--- src/med_pkg.sv ---
// Package for the motion event detector: register map, field layout, reset values.
// Assumes one clock domain and an AXI4-Lite master with 32-bit data.
//
// Contract
// - Wake interrupt-active flag resets to 0 and sets on any enabled wake event.
// - Wake source holds six per-axis above/below flags, reset 0, set on event.
// - With latching on, reading wake acknowledge refreshes wake source; data meaningless (code clears wake source to 0).
// - Wake threshold is 16 bits, low byte then high byte at next address.
// - Wake event counts only after condition persists programmed samples.
// - Direction interrupt output driven only while direction enable bit is 1.
// - Direction config holds six per-axis enables, reset 0.
// - With direction latch on, requests latch; reading direction acknowledge clears them.
// - Direction source flag sets when direction differs from previous measurement.
// - Axis above flag sets past outer threshold positive; clears below inner threshold.
// - Axis below flag sets past outer threshold negative; clears below inner threshold.
// - Inner direction threshold is 16 bits from two consecutive byte registers.
// - Outer direction threshold is 16 bits from two consecutive byte registers.
// - Combine bit 0 ORs enabled wake events, 1 ANDs them.
// - Wake latch bit chooses held source flags or live condition.
// - Wake config holds six per-axis above/below enables, reset 0.

package med_pkg;

   // ---------------------------------------------------------------
   // Register indices and byte addresses
   // ---------------------------------------------------------------
   localparam logic [7:0] IDX_WAKE_CONFIG = 8'h30;
   localparam logic [7:0] IDX_WAKE_SOURCE = 8'h31;
   localparam logic [7:0] IDX_WAKE_ACK = 8'h32;
   localparam logic [7:0] IDX_WAKE_THR_LO = 8'h34;
   localparam logic [7:0] IDX_WAKE_THR_HI = 8'h35;
   localparam logic [7:0] IDX_WAKE_DUR = 8'h36;
   localparam logic [7:0] IDX_DIR_CONFIG = 8'h38;
   localparam logic [7:0] IDX_DIR_SOURCE = 8'h39;
   localparam logic [7:0] IDX_DIR_ACK = 8'h3a;
   localparam logic [7:0] IDX_DIR_IN_LO = 8'h3c;
   localparam logic [7:0] IDX_DIR_IN_HI = 8'h3d;
   localparam logic [7:0] IDX_DIR_OUT_LO = 8'h3e;
   localparam logic [7:0] IDX_DIR_OUT_HI = 8'h3f;
   localparam logic [7:0] IDX_IRQ_STATUS = 8'h40;
   localparam logic [7:0] IDX_IRQ_MASK = 8'h41;
   localparam int ADDR_W = 10;
   localparam int IDX_LSB = 2;

   // ---------------------------------------------------------------
   // Field positions
   // ---------------------------------------------------------------
   localparam int BIT_COMBINE = 7;
   localparam int BIT_DIR_IRQ_EN = 7;
   localparam int BIT_LATCH = 6;
   localparam int BIT_ACTIVE = 6;
   localparam int IRQ_BIT_WAKE = 0;
   localparam int IRQ_BIT_DIR = 1;
   localparam int IRQ_W = 2;

   // ---------------------------------------------------------------
   // Reset values and bus answers
   // ---------------------------------------------------------------
   localparam logic [7:0] RST_BYTE = 8'h00;
   localparam logic [15:0] RST_THR = 16'h0000;
   localparam logic [IRQ_W-1:0] RST_IRQ = 2'h0;
   localparam logic [1:0] RESP_OKAY = 2'h0;
   localparam logic [1:0] RESP_SLVERR = 2'h2;

   typedef struct packed {
      logic signed [15:0] x;
      logic signed [15:0] y;
      logic signed [15:0] z;
   } med_sample_s;

   // Per-axis flags: {z_above, z_below, y_above, y_below, x_above, x_below}
   typedef logic [5:0] med_axis_flags_t;

endpackage

--- src/med_motion_event_detect.sv ---
// Motion event detector: wake/free-fall and direction detectors with an AXI4-Lite slave.
// Assumes samples arrive on the same clock, marked by a one-cycle sample_valid.
`timescale 1ns/1ps

module med_motion_event_detect
(
   aclk,
   aresetn,
   sample_valid,
   sample,
   wake_irq,
   direction_irq,
   irq,
   s_axi_awaddr,
   s_axi_awvalid,
   s_axi_awready,
   s_axi_wdata,
   s_axi_wstrb,
   s_axi_wvalid,
   s_axi_wready,
   s_axi_bresp,
   s_axi_bvalid,
   s_axi_bready,
   s_axi_araddr,
   s_axi_arvalid,
   s_axi_arready,
   s_axi_rdata,
   s_axi_rresp,
   s_axi_rvalid,
   s_axi_rready
);
   input wire logic aclk;
   input wire logic aresetn;
   input wire logic sample_valid;
   input wire med_pkg::med_sample_s sample;
   output logic wake_irq;
   output logic direction_irq;
   output logic irq;
   input wire logic [med_pkg::ADDR_W-1:0] s_axi_awaddr;
   input wire logic s_axi_awvalid;
   output logic s_axi_awready;
   input wire logic [31:0] s_axi_wdata;
   input wire logic [3:0] s_axi_wstrb;
   input wire logic s_axi_wvalid;
   output logic s_axi_wready;
   output logic [1:0] s_axi_bresp;
   output logic s_axi_bvalid;
   input wire logic s_axi_bready;
   input wire logic [med_pkg::ADDR_W-1:0] s_axi_araddr;
   input wire logic s_axi_arvalid;
   output logic s_axi_arready;
   output logic [31:0] s_axi_rdata;
   output logic [1:0] s_axi_rresp;
   output logic s_axi_rvalid;
   input wire logic s_axi_rready;

   // ---------------------------------------------------------------
   // Registers
   // ---------------------------------------------------------------
   logic [7:0] wake_cfg_ff;
   logic [15:0] wake_thr_ff;
   logic [7:0] wake_dur_ff;
   logic [7:0] dir_cfg_ff;
   logic [15:0] dir_in_thr_ff;
   logic [15:0] dir_out_thr_ff;
   logic [7:0] wake_src_ff;
   logic [7:0] dir_src_ff;
   logic [7:0] wake_cnt_ff;
   med_pkg::med_axis_flags_t dir_state_ff;
   logic [med_pkg::IRQ_W-1:0] irq_stat_ff;
   logic [med_pkg::IRQ_W-1:0] irq_mask_ff;

   // ---------------------------------------------------------------
   // AXI4-Lite write channel
   // ---------------------------------------------------------------
   logic [med_pkg::ADDR_W-1:0] aw_addr_ff;
   logic aw_held_ff;
   logic [31:0] w_data_ff;
   logic [3:0] w_strb_ff;
   logic w_held_ff;
   logic wr_do;
   logic [7:0] wr_idx;
   logic wr_hit;

   assign s_axi_awready = !aw_held_ff && !s_axi_bvalid;
   assign s_axi_wready = !w_held_ff && !s_axi_bvalid;
   assign wr_do = aw_held_ff && w_held_ff;
   assign wr_idx = 8'(aw_addr_ff >> med_pkg::IDX_LSB);

   always_ff @(posedge aclk)
   begin
      if (!aresetn)
      begin
         aw_held_ff <= 1'b0;
         w_held_ff <= 1'b0;
         aw_addr_ff <= '0;
         w_data_ff <= '0;
         w_strb_ff <= '0;
      end
      else
      begin
         if (s_axi_awvalid && s_axi_awready)
         begin
            aw_held_ff <= 1'b1;
            aw_addr_ff <= s_axi_awaddr;
         end
         else if (wr_do)
         begin
            aw_held_ff <= 1'b0;
         end
         if (s_axi_wvalid && s_axi_wready)
         begin
            w_held_ff <= 1'b1;
            w_data_ff <= s_axi_wdata;
            w_strb_ff <= s_axi_wstrb;
         end
         else if (wr_do)
         begin
            w_held_ff <= 1'b0;
         end
      end
   end

   always_comb
   begin
      unique case (wr_idx)
         med_pkg::IDX_WAKE_CONFIG, med_pkg::IDX_WAKE_THR_LO, med_pkg::IDX_WAKE_THR_HI,
         med_pkg::IDX_WAKE_DUR, med_pkg::IDX_DIR_CONFIG, med_pkg::IDX_DIR_IN_LO,
         med_pkg::IDX_DIR_IN_HI, med_pkg::IDX_DIR_OUT_LO, med_pkg::IDX_DIR_OUT_HI,
         med_pkg::IDX_IRQ_MASK: wr_hit = (aw_addr_ff[1:0] == 2'h0);
         default: wr_hit = 1'b0;
      endcase
   end

   always_ff @(posedge aclk)
   begin
      if (!aresetn)
      begin
         s_axi_bvalid <= 1'b0;
         s_axi_bresp <= med_pkg::RESP_OKAY;
      end
      else if (wr_do)
      begin
         s_axi_bvalid <= 1'b1;
         s_axi_bresp <= wr_hit ? med_pkg::RESP_OKAY : med_pkg::RESP_SLVERR;
      end
      else if (s_axi_bready)
      begin
         s_axi_bvalid <= 1'b0;
      end
   end

   // Configuration and threshold bytes; only lane 0 carries data
   always_ff @(posedge aclk)
   begin
      if (!aresetn)
      begin
         wake_cfg_ff <= med_pkg::RST_BYTE;
         wake_thr_ff <= med_pkg::RST_THR;
         wake_dur_ff <= med_pkg::RST_BYTE;
         dir_cfg_ff <= med_pkg::RST_BYTE;
         dir_in_thr_ff <= med_pkg::RST_THR;
         dir_out_thr_ff <= med_pkg::RST_THR;
         irq_mask_ff <= med_pkg::RST_IRQ;
      end
      else if (wr_do && wr_hit && w_strb_ff[0])
      begin
         unique case (wr_idx)
            med_pkg::IDX_WAKE_CONFIG: wake_cfg_ff <= w_data_ff[7:0];
            med_pkg::IDX_WAKE_THR_LO: wake_thr_ff[7:0] <= w_data_ff[7:0];
            med_pkg::IDX_WAKE_THR_HI: wake_thr_ff[15:8] <= w_data_ff[7:0];
            med_pkg::IDX_WAKE_DUR: wake_dur_ff <= w_data_ff[7:0];
            med_pkg::IDX_DIR_CONFIG: dir_cfg_ff <= w_data_ff[7:0];
            med_pkg::IDX_DIR_IN_LO: dir_in_thr_ff[7:0] <= w_data_ff[7:0];
            med_pkg::IDX_DIR_IN_HI: dir_in_thr_ff[15:8] <= w_data_ff[7:0];
            med_pkg::IDX_DIR_OUT_LO: dir_out_thr_ff[7:0] <= w_data_ff[7:0];
            med_pkg::IDX_DIR_OUT_HI: dir_out_thr_ff[15:8] <= w_data_ff[7:0];
            med_pkg::IDX_IRQ_MASK: irq_mask_ff <= w_data_ff[med_pkg::IRQ_W-1:0];
            default: irq_mask_ff <= irq_mask_ff;
         endcase
      end
   end

   // ---------------------------------------------------------------
   // AXI4-Lite read channel
   // ---------------------------------------------------------------
   logic [7:0] rd_idx;
   logic rd_take;
   logic rd_ack_wake;
   logic rd_ack_dir;
   logic rd_irq_stat;
   logic [31:0] nxt_rdata;
   logic rd_hit;

   assign s_axi_arready = !s_axi_rvalid;
   assign rd_take = s_axi_arvalid && s_axi_arready;
   assign rd_idx = 8'(s_axi_araddr >> med_pkg::IDX_LSB);
   assign rd_ack_wake = rd_take && rd_hit && (rd_idx == med_pkg::IDX_WAKE_ACK);
   assign rd_ack_dir = rd_take && rd_hit && (rd_idx == med_pkg::IDX_DIR_ACK);
   assign rd_irq_stat = rd_take && rd_hit && (rd_idx == med_pkg::IDX_IRQ_STATUS);

   always_comb
   begin
      nxt_rdata = '0;
      rd_hit = (s_axi_araddr[1:0] == 2'h0);
      unique case (rd_idx)
         med_pkg::IDX_WAKE_CONFIG: nxt_rdata[7:0] = wake_cfg_ff;
         med_pkg::IDX_WAKE_SOURCE: nxt_rdata[7:0] = wake_src_ff;
         med_pkg::IDX_WAKE_ACK: nxt_rdata = '0;
         med_pkg::IDX_WAKE_THR_LO: nxt_rdata[7:0] = wake_thr_ff[7:0];
         med_pkg::IDX_WAKE_THR_HI: nxt_rdata[7:0] = wake_thr_ff[15:8];
         med_pkg::IDX_WAKE_DUR: nxt_rdata[7:0] = wake_dur_ff;
         med_pkg::IDX_DIR_CONFIG: nxt_rdata[7:0] = dir_cfg_ff;
         med_pkg::IDX_DIR_SOURCE: nxt_rdata[7:0] = dir_src_ff;
         med_pkg::IDX_DIR_ACK: nxt_rdata = '0;
         med_pkg::IDX_DIR_IN_LO: nxt_rdata[7:0] = dir_in_thr_ff[7:0];
         med_pkg::IDX_DIR_IN_HI: nxt_rdata[7:0] = dir_in_thr_ff[15:8];
         med_pkg::IDX_DIR_OUT_LO: nxt_rdata[7:0] = dir_out_thr_ff[7:0];
         med_pkg::IDX_DIR_OUT_HI: nxt_rdata[7:0] = dir_out_thr_ff[15:8];
         med_pkg::IDX_IRQ_STATUS: nxt_rdata[med_pkg::IRQ_W-1:0] = irq_stat_ff;
         med_pkg::IDX_IRQ_MASK: nxt_rdata[med_pkg::IRQ_W-1:0] = irq_mask_ff;
         default: rd_hit = 1'b0;
      endcase
   end

   always_ff @(posedge aclk)
   begin
      if (!aresetn)
      begin
         s_axi_rvalid <= 1'b0;
         s_axi_rdata <= '0;
         s_axi_rresp <= med_pkg::RESP_OKAY;
      end
      else if (rd_take)
      begin
         s_axi_rvalid <= 1'b1;
         s_axi_rdata <= rd_hit ? nxt_rdata : '0;
         s_axi_rresp <= rd_hit ? med_pkg::RESP_OKAY : med_pkg::RESP_SLVERR;
      end
      else if (s_axi_rready)
      begin
         s_axi_rvalid <= 1'b0;
      end
   end

   // ---------------------------------------------------------------
   // Per-axis comparisons
   // ---------------------------------------------------------------
   logic signed [16:0] axis_val [3];
   med_pkg::med_axis_flags_t wake_live;
   med_pkg::med_axis_flags_t dir_out_hit;
   med_pkg::med_axis_flags_t dir_in_low;

   assign axis_val[0] = {sample.x[15], sample.x};
   assign axis_val[1] = {sample.y[15], sample.y};
   assign axis_val[2] = {sample.z[15], sample.z};

   // Magnitudes are unsigned 16-bit; one extra bit keeps negation of a 65535 threshold exact
   for (genvar a = 0; a < 3; a++)
   begin : g_axis
      logic signed [16:0] thr_w;
      logic signed [16:0] thr_o;
      logic signed [16:0] thr_i;
      assign thr_w = {1'b0, wake_thr_ff};
      assign thr_o = {1'b0, dir_out_thr_ff};
      assign thr_i = {1'b0, dir_in_thr_ff};
      assign wake_live[2*a+1] = axis_val[a] > thr_w;
      assign wake_live[2*a] = axis_val[a] < -thr_w;
      assign dir_out_hit[2*a+1] = axis_val[a] > thr_o;
      assign dir_out_hit[2*a] = axis_val[a] < -thr_o;
      assign dir_in_low[2*a+1] = axis_val[a] < thr_i;
      assign dir_in_low[2*a] = axis_val[a] > -thr_i;
   end

   // ---------------------------------------------------------------
   // Wake / free-fall detector
   // ---------------------------------------------------------------
   med_pkg::med_axis_flags_t wake_en;
   logic wake_cond;
   logic wake_event;

   assign wake_en = wake_cfg_ff[5:0];
   always_comb
   begin
      if (wake_cfg_ff[med_pkg::BIT_COMBINE])
      begin
         wake_cond = (wake_en != '0) && ((wake_live & wake_en) == wake_en);
      end
      else
      begin
         wake_cond = |(wake_live & wake_en);
      end
   end

   // Event once the condition has held the programmed number of samples
   assign wake_event = wake_cond && (wake_cnt_ff >= wake_dur_ff);

   always_ff @(posedge aclk)
   begin
      if (!aresetn)
      begin
         wake_cnt_ff <= '0;
      end
      else if (sample_valid)
      begin
         if (!wake_cond)
         begin
            wake_cnt_ff <= '0;
         end
         else if (wake_cnt_ff != 8'hff)
         begin
            wake_cnt_ff <= wake_cnt_ff + 8'h01;
         end
      end
   end

   always_ff @(posedge aclk)
   begin
      if (!aresetn)
      begin
         wake_src_ff <= med_pkg::RST_BYTE;
      end
      else if (sample_valid)
      begin
         if (!wake_cfg_ff[med_pkg::BIT_LATCH])
         begin
            wake_src_ff <= {1'b0, wake_event, wake_live & wake_en};
         end
         else if (rd_ack_wake)
         begin
            wake_src_ff <= {1'b0, wake_event, wake_live & wake_en};
         end
         else
         begin
            wake_src_ff <= wake_src_ff | {1'b0, wake_event, wake_live & wake_en};
         end
      end
      else if (rd_ack_wake && wake_cfg_ff[med_pkg::BIT_LATCH])
      begin
         wake_src_ff <= med_pkg::RST_BYTE;
      end
   end

   assign wake_irq = wake_src_ff[med_pkg::BIT_ACTIVE];

   // ---------------------------------------------------------------
   // Direction detector
   // ---------------------------------------------------------------
   med_pkg::med_axis_flags_t nxt_dir_state;
   logic dir_change;
   med_pkg::med_axis_flags_t dir_req;

   // Hysteresis: set past outer threshold, clear short of inner threshold (above flag: below +inner, below flag: above -inner)
   assign nxt_dir_state = (dir_state_ff | dir_out_hit) & ~dir_in_low;
   assign dir_req = nxt_dir_state & dir_cfg_ff[5:0];
   assign dir_change = (dir_req != (dir_state_ff & dir_cfg_ff[5:0]));

   always_ff @(posedge aclk)
   begin
      if (!aresetn)
      begin
         dir_state_ff <= '0;
      end
      else if (sample_valid)
      begin
         dir_state_ff <= nxt_dir_state;
      end
   end

   always_ff @(posedge aclk)
   begin
      if (!aresetn)
      begin
         dir_src_ff <= med_pkg::RST_BYTE;
      end
      else if (sample_valid)
      begin
         if (!dir_cfg_ff[med_pkg::BIT_LATCH] || rd_ack_dir)
         begin
            dir_src_ff <= {1'b0, dir_change, dir_req};
         end
         else
         begin
            dir_src_ff <= dir_src_ff | {1'b0, dir_change, dir_req};
         end
      end
      else if (rd_ack_dir && dir_cfg_ff[med_pkg::BIT_LATCH])
      begin
         dir_src_ff <= med_pkg::RST_BYTE;
      end
   end

   assign direction_irq = dir_cfg_ff[med_pkg::BIT_DIR_IRQ_EN]
                          && dir_src_ff[med_pkg::BIT_ACTIVE];

   // ---------------------------------------------------------------
   // Interrupt status, mask and output
   // ---------------------------------------------------------------
   logic [med_pkg::IRQ_W-1:0] irq_set;

   assign irq_set[med_pkg::IRQ_BIT_WAKE] = sample_valid && wake_event;
   assign irq_set[med_pkg::IRQ_BIT_DIR] = sample_valid && dir_change
                                          && dir_cfg_ff[med_pkg::BIT_DIR_IRQ_EN];

   // Set wins over the clear-on-read in the same cycle
   always_ff @(posedge aclk)
   begin
      if (!aresetn)
      begin
         irq_stat_ff <= med_pkg::RST_IRQ;
      end
      else
      begin
         irq_stat_ff <= (rd_irq_stat ? med_pkg::RST_IRQ : irq_stat_ff) | irq_set;
      end
   end

   assign irq = |(irq_stat_ff & irq_mask_ff);

endmodule // med_motion_event_detect

--- config.mk ---
export PLATFORM = sky130hd
export DESIGN_NAME = med_motion_event_detect
export DESIGN_NICKNAME = d
export VERILOG_FILES = /design/src/med_pkg.sv /design/src/med_motion_event_detect.sv
export SDC_FILE = /design/constraint.sdc
export NUM_CORES = 1
export LEC_CHECK = 0
export ABC_AREA = 1
export BUFFER_PORTS_ARGS = -buffer_cell sky130_fd_sc_hd__buf_2
export CAP_MARGIN = 10
export CORE_ASPECT_RATIO = 0.6
export CORE_MARGIN = 2
export CORE_UTILIZATION = 40
export DETAILED_ROUTE_END_ITERATION = 10
export GPL_TIMING_DRIVEN = 0
export SLEW_MARGIN = 20
export SYNTH_ARGS = -nofsm -noshare
export SYNTH_HDL_FRONTEND = slang
export SYNTH_SLANG_ARGS = --single-unit
--- constraint.sdc ---
create_clock -name aclk -period 8.82 [get_ports aclk]
set_clock_uncertainty 0.1 [all_clocks]
set_input_delay 0.882 -clock aclk [delete_from_list [all_inputs] [get_ports aclk]]
set_output_delay 0.882 -clock aclk [all_outputs]
set_load 0.01 [all_outputs]
==> run_results.csv <==
group,metric,value,unit
timing,maxSlewViolCount,0,
place,io_buffers,99,
clocking,clock_latency,0.46,ns
min_path,hp-start,"aw_addr_ff[1]",
clocking,ctsResizeCount,0,
timing,finalHoldViolCount,0,
die,core,0.0352,mm²
timing,rsz0062_at_grt,"no",
detailed_routing,detail-route-antenna-nets,0,
synth,yosys_warnings,0,
critical_path,r2r_end,"irq_stat_ff[1]",
synth,synth_area_per_cell,6.96,µm²
synth,ys_ff_latch,137,
synth,synth_cell_types,57,
critical_path,arrival,6.16,ns
critical_path,critical_path_required,9.03,ns
cells_and_area,utilization,46.0,%
run,max_cap_viol_count,0,
detailed_routing,wl_per_cell,22.6,µm
clocking,cts_buffers,17,
die,ios,156,
place,dpl_cell_area,0.0156,mm²
critical_path,worst-setup-path-type,"reg -> reg",
critical_path,rr_worst_depth,25,
timing,setup_tns,0,ns
critical_path,reg2reg_from,"dir_out_thr_ff[0]",
place,gp_congestion,0.993,
cells_and_area,syn_to_final_growth,12.4,%
synth,ys_top_cells_by_count,"nand2_1, ha_1, inv_1",
synth,async_reset_ff_share,0,%
synth,post-synth-top-count-cell,"nand2_1",
detailed_routing,drcViolationCount,0,
timing,min_period,5.96,ns
critical_path,cp-endpoint,"irq_stat_ff[1]",
synth,yosys.area.top_type,"ha_1",
grt,antenna_found_initial,1,
clocking,cts_hold_buf,0,
cells_and_area,layout.cells.non_filler,2692,
critical_path,r2r_slack,2.86,ns
cells_and_area,drive_gt1_share,9.98,%
detailed_routing,vias,15543,
synth,synth_top_area_share,25.8,%
synth,synth.area.top_cells,"ha_1, dfxtp_1, a21oi_1",
critical_path,worst_setup_path_start_kind,"flip-flop",
timing,fin_crit_sh,67.5,%
timing,slew_headroom,23.3,%
status,status,"complete, no violations",
timing,worst-slew-pin-transition,1.15,ns
grt,grt_max_degree,17,
synth,ys_seq_area_share,19.0,%
power_and_ir_drop,vdd_drop_max,0.0869,mV
detailed_routing,drtPass1Iterations,5,
cells_and_area,fin_nets,2621,
timing,fmax,168,MHz
detailed_routing,routed_wl,60700,µm
grt,grt_pass1_wl,87500,µm
synth,synth_cells,2069,
detailed_routing,drtIter0Drc,2207,
clocking,cts_tree,"yes",
critical_path,crit_start,"dir_out_thr_ff[0]",
cells_and_area,design_area,0.0162,mm²
cells_and_area,n_antenna_cell,0,
die,row_count,53,
grt,groute.usage.overall,31.8,%
min_path,holdCritPathClass,"reg -> reg",
die,die_w,249,µm
clocking,cts.path.max_buffers,2,
die,dieArea,0.0376,mm²
clocking,clk_pin_slew,0.06,ns
grt,grt-ovfl-total,0,
die,start_util,40.9,%
die,die_h,151,µm
synth,netlist_area,0.0144,mm²
power_and_ir_drop,p_leak,7.43,nW
place,place_inst,2660,
critical_path,cp-end-kind,"flip-flop",
synth,synth_edf_count,0,
timing,setup_viol,0,
critical_path,path_max_fanout,5,
place,hpwl,47700,µm
clocking,cts_root_buf,"clkbuf_16",
detailed_routing,vias_per_cell,5.77,
clocking,cts_sinks,137,
power_and_ir_drop,power.density,112,mW/mm²
synth,yosys_most_used_dff,"dfxtp_1",
grt,first_global_vias,13618,
clocking,htree_levels,4,
clocking,postCtsSetupBuffers,0,
-- layout by cell type, fill, tap and decap left out, drive strengths merged, types with 6 or more instances in the layout --
cell / count
nand2: 341
ha: 297
inv: 282
a21oi: 252
o21ai: 160
nor2: 149
dfxtp: 137
buf: 135
nand3: 109
nand4: 63
nor3: 57
clkbuf: 50
xor2: 32
o22ai: 31
conb: 26
nor4: 16
a211oi: 11
o211ai: 9
o31ai: 8
a221oi: 7
o21a: 6
clkinv: 6
-- kinds of logic (layout without fill, tap and decap cells) --
kind of cell / count (synthesis) / in the layout / synth area share [%]
fa+ha+maj: 297 / 297 / 25.8
buf+inv: 346 / 477 / 9.70
other cells: 1 / 26 / 0.0260
compound gates: 506 / 506 / 19.3
xor+xnor: 33 / 33 / 2.01
flops: 137 / 137 / 19.0
simple gates: 749 / 749 / 24.1
-- registers in the layout, summed over array words and instances, names as in the netlist, 2 cells and up --
register        cells
dir_src_ff          7
wake_thr_ff        16
s_axi_rdata         8
aw_addr_ff         10
w_data_ff           8
dir_cfg_ff          8
dir_out_thr_ff     16
dir_state_ff        6
wake_cnt_ff         8
irq_stat_ff         2
wake_dur_ff         8
irq_mask_ff         2
wake_src_ff         7
dir_in_thr_ff      16
wake_cfg_ff         8
-- layout make-up --
cell class,count,area (µm²)
Buffer,66,347
Clock buffer,20,447
Clock inverter,12,164
Fill cell,3596,19000
Inverter,280,1050
Multi-Input combinational cell,1611,10400
Sequential cell,137,2740
Tap cell,467,584
Timing Repair Buffer,99,495
-- metal layers --
| metal | global-route usage (%) | vias to the layer above | share of wire (%) |
|---|---|---|---|
| li1 | - | 7440 | - |
| met1 | 48.6 | 7266 | 48 |
| met2 | 41.9 | 778 | 37 |
| met3 | 10.7 | 59 | 13 |
| met4 | 6.18 | 0 | 1.4 |
| met5 | 0 | - | 0 |
-- how the worst min path moves through the flow --
stage,end,cells after the start
global route,dir_src_ff[5],2
CTS,s_axi_rdata[5],2
floorplan,aw_addr_ff[1],2
detailed placement,s_axi_rdata[5],2
global placement,aw_addr_ff[1],2
finish,aw_addr_ff[1],2
-- where the power goes --
group | leakage (nW) | internal (mW) | switching, mW
Combinational | 6.03 | 0.125 | 0.265
Clock | 0.296 | 0.456 | 0.319
Sequential | 1.11 | 0.631 | 0.0105
Total | 7.43 | 1.21 | 0.594
-- per-stage QoR --
step	setup slack, ns	hold slack [ns]	power [mW]
2_1_floorplan	5.30	0.330	0.873
3_3_place_gp	3.46	0.349	1.02
3_5_place_dp	3.45	0.355	1.03
4_1_cts	3.42	0.365	1.79
5_1_grt	2.73	0.383	1.87
6_report	2.86	0.359	1.81
-- worst max-delay path, cell delays in order (launching register included) --
cell and delay, ns:
dfxtp_1 0.43, nor3_1 0.41, nand3_1 0.19, nor2_1 0.16, nand2_1 0.10, nor2_1 0.55
inv_1 0.15, nor4_1 0.38, nand3_1 0.15, xor2_1 0.22, ha_1 0.32, nand2_1 0.05
inv_1 0.06, nand3_1 0.09, nor3_1 0.82, nand4_1 0.38, nand3_1 0.26, a21oi_1 0.08
o21ai_0 0.09, nand2_1 0.15, inv_1 0.11, nand3_1 0.07, a21oi_1 0.15, nand3_1 0.14
nand2_1 0.14, a21oi_1 0.08
Note: power is estimated with default switching activity, not from simulation.
